**config.mk**
```make
export PLATFORM = sky130hd
export DESIGN_NAME = aps_sequencer
export DESIGN_NICKNAME = d
export VERILOG_FILES = /design/src/aps_pkg.sv /design/src/aps_set_slot.sv /design/src/aps_event_detect.sv /design/src/aps_sequencer.sv
export SDC_FILE = /design/constraint.sdc
export NUM_CORES = 2
export LEC_CHECK = 0
export ABC_AREA = 1
export BUFFER_PORTS_ARGS = -buffer_cell sky130_fd_sc_hd__buf_4
export CORE_MARGIN = 2
export CORE_UTILIZATION = 25
export CTS_CLUSTER_DIAMETER = 150
export DETAILED_ROUTE_END_ITERATION = 8
export GPL_ROUTABILITY_DRIVEN = 0
export HOLD_SLACK_MARGIN = 0.1
export PLACE_DENSITY = 0.39
export SLEW_MARGIN = 20
export SYNTH_ARGS = -nofsm -noshare
export SYNTH_HDL_FRONTEND = slang
export SYNTH_SLANG_ARGS = --single-unit
```
**constraint.sdc**
```tcl
create_clock -name clock -period 4.2 [get_ports clock]
set_input_delay 0.21 -clock clock [delete_from_list [all_inputs] [get_ports clock]]
set_output_delay 0.21 -clock clock [all_outputs]
set_load 0.03 [all_outputs]
```
**src/aps_pkg.sv**
```systemverilog
// Register map, field layout, reset values and types of the sequencer
package aps_pkg;
  localparam int SETS = 8;
  localparam int IDX_W = 3;
  localparam logic [7:0] A_CTRL = 8'h00;
  localparam logic [7:0] A_FEAT = 8'h04;
  localparam logic [7:0] A_SETSEL = 8'h08;
  localparam logic [7:0] A_CMD = 8'h0C;
  localparam logic [7:0] A_PATH = 8'h10;
  localparam logic [7:0] A_START = 8'h14;
  localparam logic [7:0] A_STAT = 8'h18;
  localparam logic [7:0] A_VALID = 8'h1C;
  localparam logic [7:0] A_EXPO = 8'h20;
  localparam logic [7:0] A_GAIN = 8'h24;
  localparam logic [7:0] A_IMPL = 8'h28;
  localparam logic [7:0] A_FIXD = 8'h2C;
  localparam logic [7:0] A_AUTO = 8'h30;
  localparam int CTRL_RUN = 0;
  localparam int CTRL_CFG = 1;
  localparam int CMD_STORE = 0;
  localparam int CMD_APPLY = 1;
  localparam int CMD_ERASE = 2;
  localparam int STAT_OK = 8;
  localparam int STAT_STREAM = 9;
  localparam int SEL_OK = 8;
  localparam int PATH_NEXT = 4;
  localparam logic [15:0] EXPO_RST = 16'h0FA0;
  localparam logic [15:0] GAIN_RST = 16'h0001;
  localparam logic [15:0] IMPL_RST = 16'h0000;
  localparam logic [15:0] FIXD_RST = 16'h0000;
  localparam logic [15:0] GAIN_MAX = 16'h00FF;
  typedef enum logic [1:0] {
    M_IDLE = 2'b00,
    M_CFG = 2'b01,
    M_RUN = 2'b10
  } aps_mode_t;
  typedef enum logic [1:0] {
    SRC_FRAME = 2'b00,
    SRC_LINE0 = 2'b01,
    SRC_LINE1 = 2'b10,
    SRC_NONE = 2'b11
  } aps_src_t;
  typedef enum logic [1:0] {
    ACT_RISE = 2'b00,
    ACT_FALL = 2'b01,
    ACT_ANY = 2'b10,
    ACT_HIGH = 2'b11
  } aps_act_t;
  typedef struct packed {
    logic [15:0] expo;
    logic [15:0] gain;
    logic [15:0] impl;
  } aps_params_t;
  typedef struct packed {
    aps_src_t src;
    aps_act_t act;
    logic [2:0] next;
  } aps_path_t;
  localparam aps_path_t PATH_RST = '{SRC_FRAME, ACT_RISE, 3'h0};
endpackage

```
**src/aps_set_slot.sv**
```systemverilog
// One stored parameter set with its transition path and check
module aps_set_slot import aps_pkg::*; (
  // Clock and reset
  input wire logic clock,
  input wire logic reset_n,
  // Commands
  input wire logic store,
  input wire logic erase,
  input wire logic path_we,
  input wire aps_path_t path_in,
  // Live settings to capture and compare against
  input wire aps_params_t cur_params,
  input wire logic [15:0] cur_fixed,
  input wire logic [1:0] cur_mask,
  // Stored contents
  output aps_params_t params,
  output aps_path_t path,
  output logic check_ok
);
  logic [15:0] fixed_snap;
  logic [1:0] mask_snap;
  logic saved;

  always_ff @(posedge clock) begin
    if (!reset_n || erase) begin
      saved <= 1'b0;
      params <= '0;
      fixed_snap <= '0;
      mask_snap <= '0;
    end else if (store) begin
      saved <= 1'b1;
      params <= cur_params;
      fixed_snap <= cur_fixed;
      mask_snap <= cur_mask;
    end
  end

  always_ff @(posedge clock) begin
    if (!reset_n) begin
      path <= PATH_RST;
    end else if (path_we) begin
      path <= path_in;
    end
  end

  // A set stays usable only while the fixed features and the enabled
  // feature list it was saved under still hold
  assign check_ok = saved && (params.expo != 16'h0000) &&
      (params.gain <= GAIN_MAX) && (fixed_snap == cur_fixed) &&
      (mask_snap == cur_mask);
endmodule

```
**src/aps_event_detect.sv**
```systemverilog
// Selects the path's trigger source and qualifies its activation
module aps_event_detect import aps_pkg::*; (
  // Clock and reset
  input wire logic clock,
  input wire logic reset_n,
  // Sources
  input wire logic frame_start,
  input wire logic [1:0] line_in,
  // Path selection
  input wire aps_src_t src,
  input wire aps_act_t act,
  // Qualified event
  output logic hit
);
  logic [1:0] line_s1;
  logic [1:0] line_s2;
  logic [2:0] lv_q;
  logic [2:0] lv;
  logic now_v;
  logic was_v;

  always_ff @(posedge clock) begin
    if (!reset_n) begin
      line_s1 <= 2'h0;
      line_s2 <= 2'h0;
      lv_q <= 3'h0;
    end else begin
      line_s1 <= line_in;
      line_s2 <= line_s1;
      lv_q <= lv;
    end
  end

  assign lv = {line_s2, frame_start};

  always_comb begin
    now_v = 1'b0;
    was_v = 1'b0;
    if (src != SRC_NONE) begin
      now_v = lv[src];
      was_v = lv_q[src];
    end
  end

  always_comb begin
    hit = 1'b0;
    if (src != SRC_NONE) begin
      case (act)
        ACT_RISE: hit = now_v && !was_v;
        ACT_FALL: hit = !now_v && was_v;
        ACT_ANY: hit = now_v != was_v;
        default: hit = now_v;
      endcase
    end
  end
endmodule

```
**src/aps_sequencer.sv**
```systemverilog
// Parameter-set sequencer: register port, feature locks, set stepping
//
// The register addresses and the plain strobed port were left to the implementer.
module aps_sequencer import aps_pkg::*; (
  // Clock and reset
  input wire logic clock,
  input wire logic reset_n,
  // Register port
  input wire logic [7:0] addr,
  input wire logic [31:0] wdata,
  input wire logic we,
  input wire logic re,
  output logic [31:0] rdata,
  // Trigger sources and streaming state
  input wire logic frame_start,
  input wire logic [1:0] line_in,
  input wire logic streaming,
  // Live configuration
  output aps_params_t live,
  output logic [15:0] live_fixed,
  output logic auto_eff,
  output logic seq_active,
  output logic [2:0] current_set_index
);
  aps_mode_t mode;
  aps_mode_t next_mode;
  logic [1:0] seq_feature_on;
  logic [2:0] set_pick;
  logic [2:0] first_set_index;
  logic auto_mode;
  logic [7:0] set_ok;
  logic seq_config_ok;
  logic reeval;
  aps_params_t params_a [SETS];
  aps_path_t paths_a [SETS];
  logic [7:0] check_v;
  logic wr_ctrl, wr_feat, wr_sel, wr_cmd, wr_path, wr_start;
  logic wr_expo, wr_gain, wr_impl, wr_fixd, wr_auto;
  logic store_go, apply_go, erase_go, start_go, step_go, cfg_exit;
  logic hit, cfg_good;
  logic [2:0] cur_next;
  logic [2:0] ld_idx;
  aps_params_t ld;
  aps_path_t path_wr;
  logic [31:0] rd_val;

  // Write decode
  always_comb begin
    {wr_ctrl, wr_feat, wr_sel, wr_cmd, wr_path, wr_start} = '0;
    {wr_expo, wr_gain, wr_impl, wr_fixd, wr_auto} = '0;
    if (we && addr == A_CTRL) begin
      wr_ctrl = 1'b1;
    end else if (we && addr == A_FEAT) begin
      wr_feat = 1'b1;
    end else if (we && addr == A_SETSEL) begin
      wr_sel = 1'b1;
    end else if (we && addr == A_CMD) begin
      wr_cmd = 1'b1;
    end else if (we && addr == A_PATH) begin
      wr_path = 1'b1;
    end else if (we && addr == A_START) begin
      wr_start = 1'b1;
    end else if (we && addr == A_EXPO) begin
      wr_expo = 1'b1;
    end else if (we && addr == A_GAIN) begin
      wr_gain = 1'b1;
    end else if (we && addr == A_IMPL) begin
      wr_impl = 1'b1;
    end else if (we && addr == A_FIXD) begin
      wr_fixd = 1'b1;
    end else if (we && addr == A_AUTO) begin
      wr_auto = 1'b1;
    end
  end

  // Mode control
  always_comb begin
    next_mode = mode;
    start_go = 1'b0;
    cfg_exit = 1'b0;
    case (mode)
      M_IDLE: begin
        if (wr_ctrl && wdata[CTRL_CFG]) begin
          next_mode = M_CFG;
        end else if (wr_ctrl && wdata[CTRL_RUN] && seq_config_ok &&
            !streaming) begin
          next_mode = M_RUN;
          start_go = 1'b1;
        end
      end
      M_CFG: begin
        if (wr_ctrl && !wdata[CTRL_CFG]) begin
          next_mode = M_IDLE;
          cfg_exit = 1'b1;
        end
      end
      M_RUN: begin
        if (wr_ctrl && !wdata[CTRL_RUN]) begin
          next_mode = M_IDLE;
        end
      end
      default: next_mode = M_IDLE;
    endcase
  end

  always_ff @(posedge clock) begin
    if (!reset_n) begin
      mode <= M_IDLE;
      seq_active <= 1'b0;
      auto_eff <= 1'b0;
    end else begin
      mode <= next_mode;
      seq_active <= next_mode == M_RUN;
      auto_eff <= auto_mode && (next_mode != M_RUN);
    end
  end

  assign store_go = wr_cmd && wdata[CMD_STORE] && mode == M_CFG;
  assign apply_go = wr_cmd && wdata[CMD_APPLY] && set_ok[set_pick];
  assign erase_go = wr_cmd && wdata[CMD_ERASE] && mode != M_RUN;
  assign cur_next = paths_a[current_set_index].next;
  // Path word: source [1:0], activation [3:2], next set at PATH_NEXT
  assign path_wr = '{aps_src_t'(wdata[1:0]), aps_act_t'(wdata[3:2]),
      wdata[PATH_NEXT +: IDX_W]};
  // Run-off write wins over a trigger in the same cycle
  assign step_go = mode == M_RUN && hit && next_mode == M_RUN;

  // Storage for the eight sets
  genvar gi;
  generate
    for (gi = 0; gi < SETS; gi++) begin : g_slot
      aps_set_slot u_slot (
        .clock(clock),
        .reset_n(reset_n),
        .store(store_go && set_pick == 3'(gi)),
        .erase(erase_go),
        .path_we(wr_path && mode == M_CFG && set_pick == 3'(gi)),
        .path_in(path_wr),
        .cur_params(live),
        .cur_fixed(live_fixed),
        .cur_mask(seq_feature_on),
        .params(params_a[gi]),
        .path(paths_a[gi]),
        .check_ok(check_v[gi])
      );
    end
  endgenerate

  aps_event_detect u_evt (
    .clock(clock),
    .reset_n(reset_n),
    .frame_start(frame_start),
    .line_in(line_in),
    .src(paths_a[current_set_index].src),
    .act(paths_a[current_set_index].act),
    .hit(hit)
  );

  // Configuration registers
  always_ff @(posedge clock) begin
    if (!reset_n) begin
      seq_feature_on <= 2'h0;
      set_pick <= 3'h0;
      first_set_index <= 3'h0;
    end else begin
      if (wr_feat && mode == M_IDLE) begin
        seq_feature_on <= wdata[1:0];
      end
      if (wr_sel) begin
        set_pick <= wdata[2:0];
      end
      if (wr_start && mode == M_CFG) begin
        first_set_index <= wdata[2:0];
      end
    end
  end

  // Set validity, recomputed for every set once the new contents settle
  always_ff @(posedge clock) begin
    if (!reset_n) begin
      reeval <= 1'b0;
      set_ok <= 8'h00;
    end else begin
      reeval <= store_go;
      if (erase_go) begin
        set_ok <= 8'h00;
      end else if (reeval) begin
        set_ok <= check_v;
      end
    end
  end

  // Whole sequence: start set valid, every valid set leads to a valid set
  always_comb begin
    cfg_good = check_v[first_set_index];
    for (int i = 0; i < SETS; i++) begin
      if (check_v[i] && !check_v[paths_a[i].next]) begin
        cfg_good = 1'b0;
      end
    end
  end

  always_ff @(posedge clock) begin
    if (!reset_n) begin
      seq_config_ok <= 1'b0;
    end else if (erase_go || next_mode == M_CFG) begin
      seq_config_ok <= 1'b0;
    end else if (cfg_exit) begin
      seq_config_ok <= cfg_good;
    end
  end

  // Source of a load: start beats step beats software load
  always_comb begin
    if (start_go) begin
      ld_idx = first_set_index;
    end else if (step_go) begin
      ld_idx = cur_next;
    end else begin
      ld_idx = set_pick;
    end
    ld = params_a[ld_idx];
  end

  always_ff @(posedge clock) begin
    if (!reset_n) begin
      current_set_index <= 3'h0;
    end else if (start_go) begin
      current_set_index <= first_set_index;
    end else if (step_go) begin
      current_set_index <= cur_next;
    end
  end

  // Live settings; sequenced ones locked while running
  always_ff @(posedge clock) begin
    if (!reset_n) begin
      live <= '{EXPO_RST, GAIN_RST, IMPL_RST};
    end else if (start_go || step_go || apply_go) begin
      if (seq_feature_on[0]) begin
        live.expo <= ld.expo;
      end
      if (seq_feature_on[1]) begin
        live.gain <= ld.gain;
      end
      live.impl <= ld.impl;
    end else begin
      if (wr_expo && !(mode == M_RUN && seq_feature_on[0])) begin
        live.expo <= wdata[15:0];
      end
      if (wr_gain && !(mode == M_RUN && seq_feature_on[1])) begin
        live.gain <= wdata[15:0];
      end
      if (wr_impl && mode != M_RUN) begin
        live.impl <= wdata[15:0];
      end
    end
  end

  always_ff @(posedge clock) begin
    if (!reset_n) begin
      live_fixed <= FIXD_RST;
      auto_mode <= 1'b0;
    end else begin
      if (wr_fixd && mode == M_IDLE) begin
        live_fixed <= wdata[15:0];
      end
      if (wr_auto && mode != M_RUN) begin
        auto_mode <= wdata[0];
      end
    end
  end

  // Read port; command register and unused addresses always read zero
  always_comb begin
    rd_val = 32'h0000_0000;
    if (addr == A_CTRL) begin
      rd_val[CTRL_RUN] = mode == M_RUN;
      rd_val[CTRL_CFG] = mode == M_CFG;
    end else if (addr == A_FEAT) begin
      rd_val[1:0] = seq_feature_on;
    end else if (addr == A_SETSEL) begin
      rd_val[2:0] = set_pick;
      rd_val[SEL_OK] = set_ok[set_pick];
    end else if (addr == A_PATH) begin
      rd_val[1:0] = paths_a[set_pick].src;
      rd_val[3:2] = paths_a[set_pick].act;
      rd_val[PATH_NEXT +: IDX_W] = paths_a[set_pick].next;
    end else if (addr == A_START) begin
      rd_val[2:0] = first_set_index;
    end else if (addr == A_STAT) begin
      rd_val[2:0] = current_set_index;
      rd_val[STAT_OK] = seq_config_ok;
      rd_val[STAT_STREAM] = streaming;
    end else if (addr == A_VALID) begin
      rd_val[7:0] = set_ok;
    end else if (addr == A_EXPO) begin
      rd_val[15:0] = live.expo;
    end else if (addr == A_GAIN) begin
      rd_val[15:0] = live.gain;
    end else if (addr == A_IMPL) begin
      rd_val[15:0] = live.impl;
    end else if (addr == A_FIXD) begin
      rd_val[15:0] = live_fixed;
    end else if (addr == A_AUTO) begin
      rd_val[0] = auto_mode;
    end
  end

  always_ff @(posedge clock) begin
    if (!reset_n) begin
      rdata <= 32'h0000_0000;
    end else begin
      rdata <= re ? rd_val : 32'h0000_0000;
    end
  end
endmodule

```
* Word level (Yosys, flattened, before mapping)
Index checks and enable logic that the tools add are counted.
W data, S select, Z words.
** Storage, ports and cells
- Register bits :: 721
- Bits of input ports :: 48
- Output and inout port bits :: 101
** Operators by class
- Magnitude comparators :: 22
- Eq/ne operators :: 47
- Multiplexer cells :: 163
- Bitwise gates (word level) :: 5
- Reduce and logical (&&, ||, !) cells :: 139
** Operators by type and width (count)
- $bmux W48 S3 :: 1
- $mux W48 :: 3
- $eq A16 B16 Y1 :: 8
- $le A16 B8 Y1 const B :: 8
- $mux W16 :: 8
- $reduce_bool A16 Y1 :: 8
- $mux W8 :: 14
- $mux W1 :: 97
- $logic_and A1 B1 Y1 :: 94
- $bmux W7 S3 :: 2
- $eq A8 B6 Y1 const B :: 5
- $lt A3 B4 Y1 const B :: 10
- $mux W7 :: 5
- $eq A8 B5 Y1 const B :: 4
- $bmux W1 S3 :: 10
- $mux W3 :: 7
- $eq A2 B2 Y1 :: 8
- $eq A8 B4 Y1 const B :: 2
- $logic_not A1 Y1 :: 16
- $mux W15 :: 1
- $mux W2 :: 7
- $mux W13 :: 1
- $eq A3 B3 Y1 const B :: 4
- $ge A4 B4 Y1 const B :: 3
- other kinds (27) :: 50

* Logic depth before layout (Yosys ltp)
- Depth in word-level cells :: 21
- Depth in mapped cells :: 27

* Cells and area by module
From an unflattened synthesis, not the netlist that was laid out.
** Unflattened totals
- Cell total of the unflattened synthesis :: 5508
- Area, all modules :: 37174.4 sq um
** By module, submodules not included
- aps_set_slot :: times used 8, cells each 421, area an instance 3165.5 sq um, sequential area each 1481.4 sq um
- aps_sequencer :: times used 1, cells each 2090, area an instance 11511.0 sq um, sequential area each 2122.0 sq um
- aps_event_detect :: times used 1, cells each 50, area an instance 339.1 sq um, sequential area each 140.1 sq um

* Worst setup path before layout
Ideal clock, no wire load.
- Path type :: reg2reg
- Start point :: reg current_set_index[0]
- End point :: reg live[2] in the netlist's numbering
- Arrival time :: 2.910 ns
- Required time :: 4.068 ns
- Setup slack :: 1.158 ns
- Cell stages (with the launch flop) :: 25
- Period minus slack after synthesis :: 3.042 ns
- Cells stage by stage :: dfxtp_1 buf_6 inv_4 nand2_1 nand3_1 nand3_1 nand2_1 inv_1 nor2_1 nor2_1 o21ai_0 o21a_1 ha_1 inv_1 nand2_1 nand3_1 nand3_4 nand3_4 buf_4 clkbuf_1 nand3_1 nand3_1 nand3_1 nand3_1 a21oi_1
** On the way
- Cells in the longest elaborated chain, start to end :: 20
** RTL lines
- from (decl) :: RTL line aps_sequencer.sv:23 : output logic [2:0] current_set_index
- from (signal assigned) :: RTL line aps_sequencer.sv:229 : current_set_index <= first_set_index;
- from (signal assigned) :: RTL line aps_sequencer.sv:231 : current_set_index <= cur_next;
- $not A3 Y4 (implied by the code) (*) :: RTL line aps_sequencer.sv:121, aps_sequencer.sv:154, aps_sequencer.sv:155
- $bmux W7 S3 (*) :: RTL line aps_sequencer.sv:121, aps_sequencer.sv:154, aps_sequencer.sv:155
- $mux W7 (implied by the code) (*) (2 in series) :: RTL line aps_sequencer.sv:155 : .act(paths_a[current_set_index].act),
- $bmux W1 S2, on equally long branches :: RTL line aps_event_detect.sv:40, aps_event_detect.sv:41
- $mux W1, on equally long branches :: RTL line aps_event_detect.sv:40, aps_event_detect.sv:41
- $mux W1 :: RTL line aps_event_detect.sv:39 : if (src != SRC_NONE) begin
- $logic_not A1 Y1, on equally long branches :: RTL line aps_event_detect.sv:50, aps_event_detect.sv:49
- $logic_and A1 B1 Y1, on equally long branches :: RTL line aps_event_detect.sv:50, aps_event_detect.sv:49
- $pmux W1 S3 :: RTL line aps_event_detect.sv:48 : case (act)
- $mux W1 :: RTL line aps_event_detect.sv:47 : if (src != SRC_NONE) begin
- $logic_and A1 B1 Y1 (2 in series) :: RTL line aps_sequencer.sv:126 : assign step_go = mode == M_RUN && hit && next_mode == M_RUN;
- $mux W3 :: RTL line aps_sequencer.sv:217 : end else if (step_go) begin
- $mux W3 :: RTL line aps_sequencer.sv:215 : if (start_go) begin
- $not A3 Y4 (implied by the code) :: RTL line aps_sequencer.sv:222 : ld = params_a[ld_idx];
- $bmux W48 S3 :: RTL line aps_sequencer.sv:222
- $mux W48 (implied by the code) (2 in series) :: RTL line aps_sequencer.sv:222
- $mux W48 :: RTL line aps_sequencer.sv:239 : end else if (start_go || step_go || apply_go) begin
- to (signal assigned) :: RTL line aps_sequencer.sv:238 : live <= '{EXPO_RST, GAIN_RST, IMPL_RST};
- to (decl) :: RTL line aps_sequencer.sv:19 : output aps_params_t live,
Every way passes the cells marked *; elsewhere a longest branch is shown, timed or not. The select of a mux whose other input is x is not followed.
A chain may end at the register's enable or synchronous reset.

* Final worst setup path
- Start point :: reg current_set_index[0]
- End point :: reg live[37] in the netlist's numbering
** On the way
- Cells in the longest elaborated chain, start to end :: 21
** RTL lines
- $not A3 Y4 (implied by the code) (*) :: RTL line aps_sequencer.sv:121, aps_sequencer.sv:154, aps_sequencer.sv:155
- $bmux W7 S3 (*) :: RTL line aps_sequencer.sv:121, aps_sequencer.sv:154, aps_sequencer.sv:155
- $mux W7 (implied by the code) (*) (2 in series) :: RTL line aps_sequencer.sv:155
- $bmux W1 S2, on equally long branches :: RTL line aps_event_detect.sv:40, aps_event_detect.sv:41
- $mux W1, on equally long branches :: RTL line aps_event_detect.sv:40, aps_event_detect.sv:41
- $mux W1 :: RTL line aps_event_detect.sv:39
- $logic_not A1 Y1, on equally long branches :: RTL line aps_event_detect.sv:50, aps_event_detect.sv:49
- $logic_and A1 B1 Y1, on equally long branches :: RTL line aps_event_detect.sv:50, aps_event_detect.sv:49
- [... 2 more ...]
- $logic_and A1 B1 Y1 (2 in series) :: RTL line aps_sequencer.sv:126
- $mux W3 :: RTL line aps_sequencer.sv:217
- $mux W3 :: RTL line aps_sequencer.sv:215
- $not A3 Y4 (implied by the code) :: RTL line aps_sequencer.sv:222
- $bmux W48 S3 :: RTL line aps_sequencer.sv:222
- $mux W48 (implied by the code) (2 in series) :: RTL line aps_sequencer.sv:222
- $mux W16 :: RTL line aps_sequencer.sv:240 : if (seq_feature_on[0]) begin
- $mux W48 :: RTL line aps_sequencer.sv:239
Marked as above.

==> flow_metrics.env <==
export IMPL_crit_type="flop to flop"
export IMPL_cp_endpoint="live[37]"
export IMPL_ys_seq_elements=705
export IMPL_place_ws_ns=0.347
export IMPL_synth_async_reset_ratio=0
export IMPL_vias=33900
export IMPL_cp_end_kind="flop"
export IMPL_r2r_slack_ns=0.38
export IMPL_finalNetCount=5110
export IMPL_cts_buffers=85
export IMPL_multi_input_area_um2=16100
export IMPL_worst_slack_ns=0.377
export IMPL_dp_hpwl_mm=102
export IMPL_antenna_left=0
export IMPL_r2r_start="current_set_index[0]"
export IMPL_ys_flop_type="dfxtp_1"
export IMPL_cts_root_buf="clkbuf_16"
export IMPL_io_pins=149
export IMPL_total_leakage_power_nw=15.9
export IMPL_synthCells=5089
export IMPL_peakVddDrop_v=0.000303
export IMPL_fp_dieW_um=376
export IMPL_yosys_warnings=0
export IMPL_pwr_density_cell_nw_per_um2=369
export IMPL_worst_path_max_fanout=42
export IMPL_grt_max_degree=208
export IMPL_drive_gt1_frac=0.0876
export IMPL_maxSlewViolCount=0
export IMPL_arrival_ns=4.41
export IMPL_core_um2=137000
export IMPL_clk_path_buf_depth=3
export IMPL_min_from="addr[7]"
export IMPL_die_h_um=376
export IMPL_finalClockSkew_ns=0.0257
export IMPL_synth_edf_count=0
export IMPL_reg2reg_to="live[37]"
export IMPL_finalHoldViolCount=0
export IMPL_seqCellArea_um2=14100
export IMPL_worstMarginPinSlew_ns=1.11
export IMPL_max_clock_freq_mhz=262
export IMPL_post_cts_buffers=0
export IMPL_cts_sinks=705
export IMPL_dr_pass1_iters=7
export IMPL_finalSetupViolations=0
export IMPL_grt_pass1_vias=31300
export IMPL_rsz0062_at_grt="false"
export IMPL_dieArea_um2=141000
export IMPL_initial_core_util=0.251
export IMPL_fillCellCount=15100
export IMPL_yosysUniqueCellTypes=58
export IMPL_drt_initial_drc_count=2706
export IMPL_synthToLayoutAreaGrowth_pct=17.6
export IMPL_cts_tree="yes"
export IMPL_antenna_found_initial=3
export IMPL_port_buffers=116
export IMPL_startpoint_type="flop"
export IMPL_rows=136
export IMPL_gr_usage_all_layers=0.209
export IMPL_globalRouteOverflowTotal=0
export IMPL_post_synth_cell_area_avg_um2=6.78
export IMPL_cp_data_required_time_ns=4.79
export IMPL_wl_per_cell_um=21.9
export IMPL_vias_per_cell=4.89
export IMPL_syn_cell_area_um2=34500
export IMPL_clk_latency_ns=0.71
export IMPL_detail_route_drc_violations=0
export IMPL_maxCapViolCount=0
export IMPL_finalCritPeriodShare=0.910
export IMPL_ys_seq_area_frac=0.409
export IMPL_clk_pin_slew_ns=0.06
export IMPL_relSlewSlack=0.253
export IMPL_routed_wirelength_mm=152
export IMPL_setup_tns_ns=0
export IMPL_rr_worst_depth=25
export IMPL_startpoint="current_set_index[0]"
export IMPL_htreeDepth=3
export IMPL_status="completed"
export IMPL_period_minus_slack_ns=3.82
export IMPL_worstHoldPathType="input port to flop"
export IMPL_grt_pass1_wl_mm=222
==> area by class of cell <==
| cell class | instances | share of cell area |
|---|---|---|
| diodes | 1 | 0.0000617 |
| repair buffers | 290 | 0.0650 |
| flip-flops and latches | 705 | 0.348 |
| well taps | 1794 | 0.0553 |
| multi-input cells | 3286 | 0.396 |
| clock inverters | 20 | 0.00851 |
| clock buffers | 133 | 0.0630 |
| inverters | 692 | 0.0647 |
==> what timing repair did <==
| action | 4_1_cts | 5_1_grt |
|---|---|---|
| hold buffers | 35 | 0 |
| hold endpoints to repair | 93 | 0 |
| setup endpoints to repair | 0 | 1 |
| gates resized for setup | 0 | 2 |
==> how the worst min path moves through the flow <==
stage	cells past startpoint	slack, ns	end
detailed placement	3	0.40	u_evt.line_s1[0]
CTS	6	0.13	rdata[0]
floorplan	2	0.30	u_evt.lv_q[0]
global route	6	0.18	rdata[0]
global placement	3	0.40	u_evt.line_s1[0]
finish	6	0.17	rdata[0]
==> routing by layer <==
layer | GRT usage | part of all wire | vias to the layer above
li1 | - | - | 16700
met5 | 0 | 0.000033 | -
met1 | 0.307 | 0.49 | 16100
met3 | 0.0258 | 0.046 | 168
met4 | 0.0511 | 0.023 | 2
met2 | 0.322 | 0.44 | 842
==> Yosys cell counts, types with 23 or more instances <==
master,n,area share
nand3_1,602,0.087
o22ai_1,40,0.0072
a21oi_1,708,0.10
clkbuf_1,256,0.028
inv_1,665,0.072
nor2_1,235,0.026
buf_1,31,0.0034
o21ai_0,610,0.088
buf_2,101,0.015
nand2_1,730,0.079
xor2_1,30,0.0076
dfxtp_1,705,0.41
nor4_1,54,0.0098
o21ai_1,37,0.0054
nor3_1,33,0.0048
nand4_1,50,0.0091
buf_4,23,0.0050
==> report_power, final <==
part / total (mW) / switching, mW / internal, mW
clock: 7.82 / 3.21 / 4.61
sequential: 6.70 / 0.00757 / 6.69
combinational: 0.441 / 0.314 / 0.128
==> registers in the layout, indices dropped and copies added (netlist names) <==
signal / count
u_evt.line_s1: 2
u_evt.line_s2: 2
mode: 2
set_ok: 8
live: 48
live_fixed: 16
auto_eff: 1
seq_config_ok: 1
u_evt.lv_q: 3
current_set_index: 3
auto_mode: 1
g_slot.u_slot.mask_snap: 16
seq_active: 1
set_pick: 3
g_slot.u_slot.saved: 8
seq_feature_on: 2
reeval: 1
first_set_index: 3
g_slot.u_slot.params: 384
rdata: 16
g_slot.u_slot.path: 56
g_slot.u_slot.fixed_snap: 128
==> per-stage QoR <==
step	utilization	total power [mW]	instances	hold slack, ns	area (µm²)
floorplan	-	7.11	5104	0.303	34600
global placement	0.272	7.26	6732	0.399	37300
detailed placement	0.272	7.26	6732	0.399	37300
CTS	0.296	15.2	6920	0.129	40600
global route	0.296	15.4	6921	0.179	40600
finish	0.296	15.0	6921	0.174	40600
==> worst max-delay path: stages, from the launching register on <==
cell and delay [ns]:
dfxtp_1 0.55, buf_4 0.24, nand2_1 0.07, nand3_1 0.08
nand3_1 0.09, nand2_1 0.17, inv_1 0.08, nor2_1 0.09
nor2_1 0.04, o21ai_0 0.07, o21a_1 0.17, inv_1 0.05
ha_1 0.18, o21ai_1 0.13, nand3_1 0.13, nand3_4 0.15
nand2_4 0.10, nand2_8 0.11, buf_4 0.46, nand3_1 0.14
nand3_1 0.12, nand3_1 0.11, nand3_1 0.17, nand2_1 0.07
nand2_1 0.06, nand2_1 0.05
==> cell families (layout without fill, tap and decap cells) <==
| group | Yosys count | count (layout) | share of synthesized area |
|---|---|---|---|
| and+or+nand+nor | 1750 | 1750 | 0.228 |
| xor gates and xnor gates | 43 | 43 | 0.0109 |
| AOI/OAI and AO/OA | 1474 | 1474 | 0.222 |
| other | 1 | 17 | 0.000109 |
| muxes | 1 | 1 | 0.000290 |
| DFF | 705 | 705 | 0.409 |
| adders and majority gates | 2 | 2 | 0.000725 |
| buffers and inverters | 1113 | 1135 | 0.129 |
==> cells in the final DEF, fill, tap and decap left out, drive strengths merged, types with 40 or more instances in the layout <==
cell	netlist	routed
nand2	738	738
nor2	247	247
o22ai	40	40
nor4	55	55
nand3	605	605
dfxtp	705	705
o21ai	648	648
a21oi	708	708
nand4	50	50
buf	164	255
inv	688	692
clkbuf	257	133
Note: power is estimated with default switching activity, not from simulation.
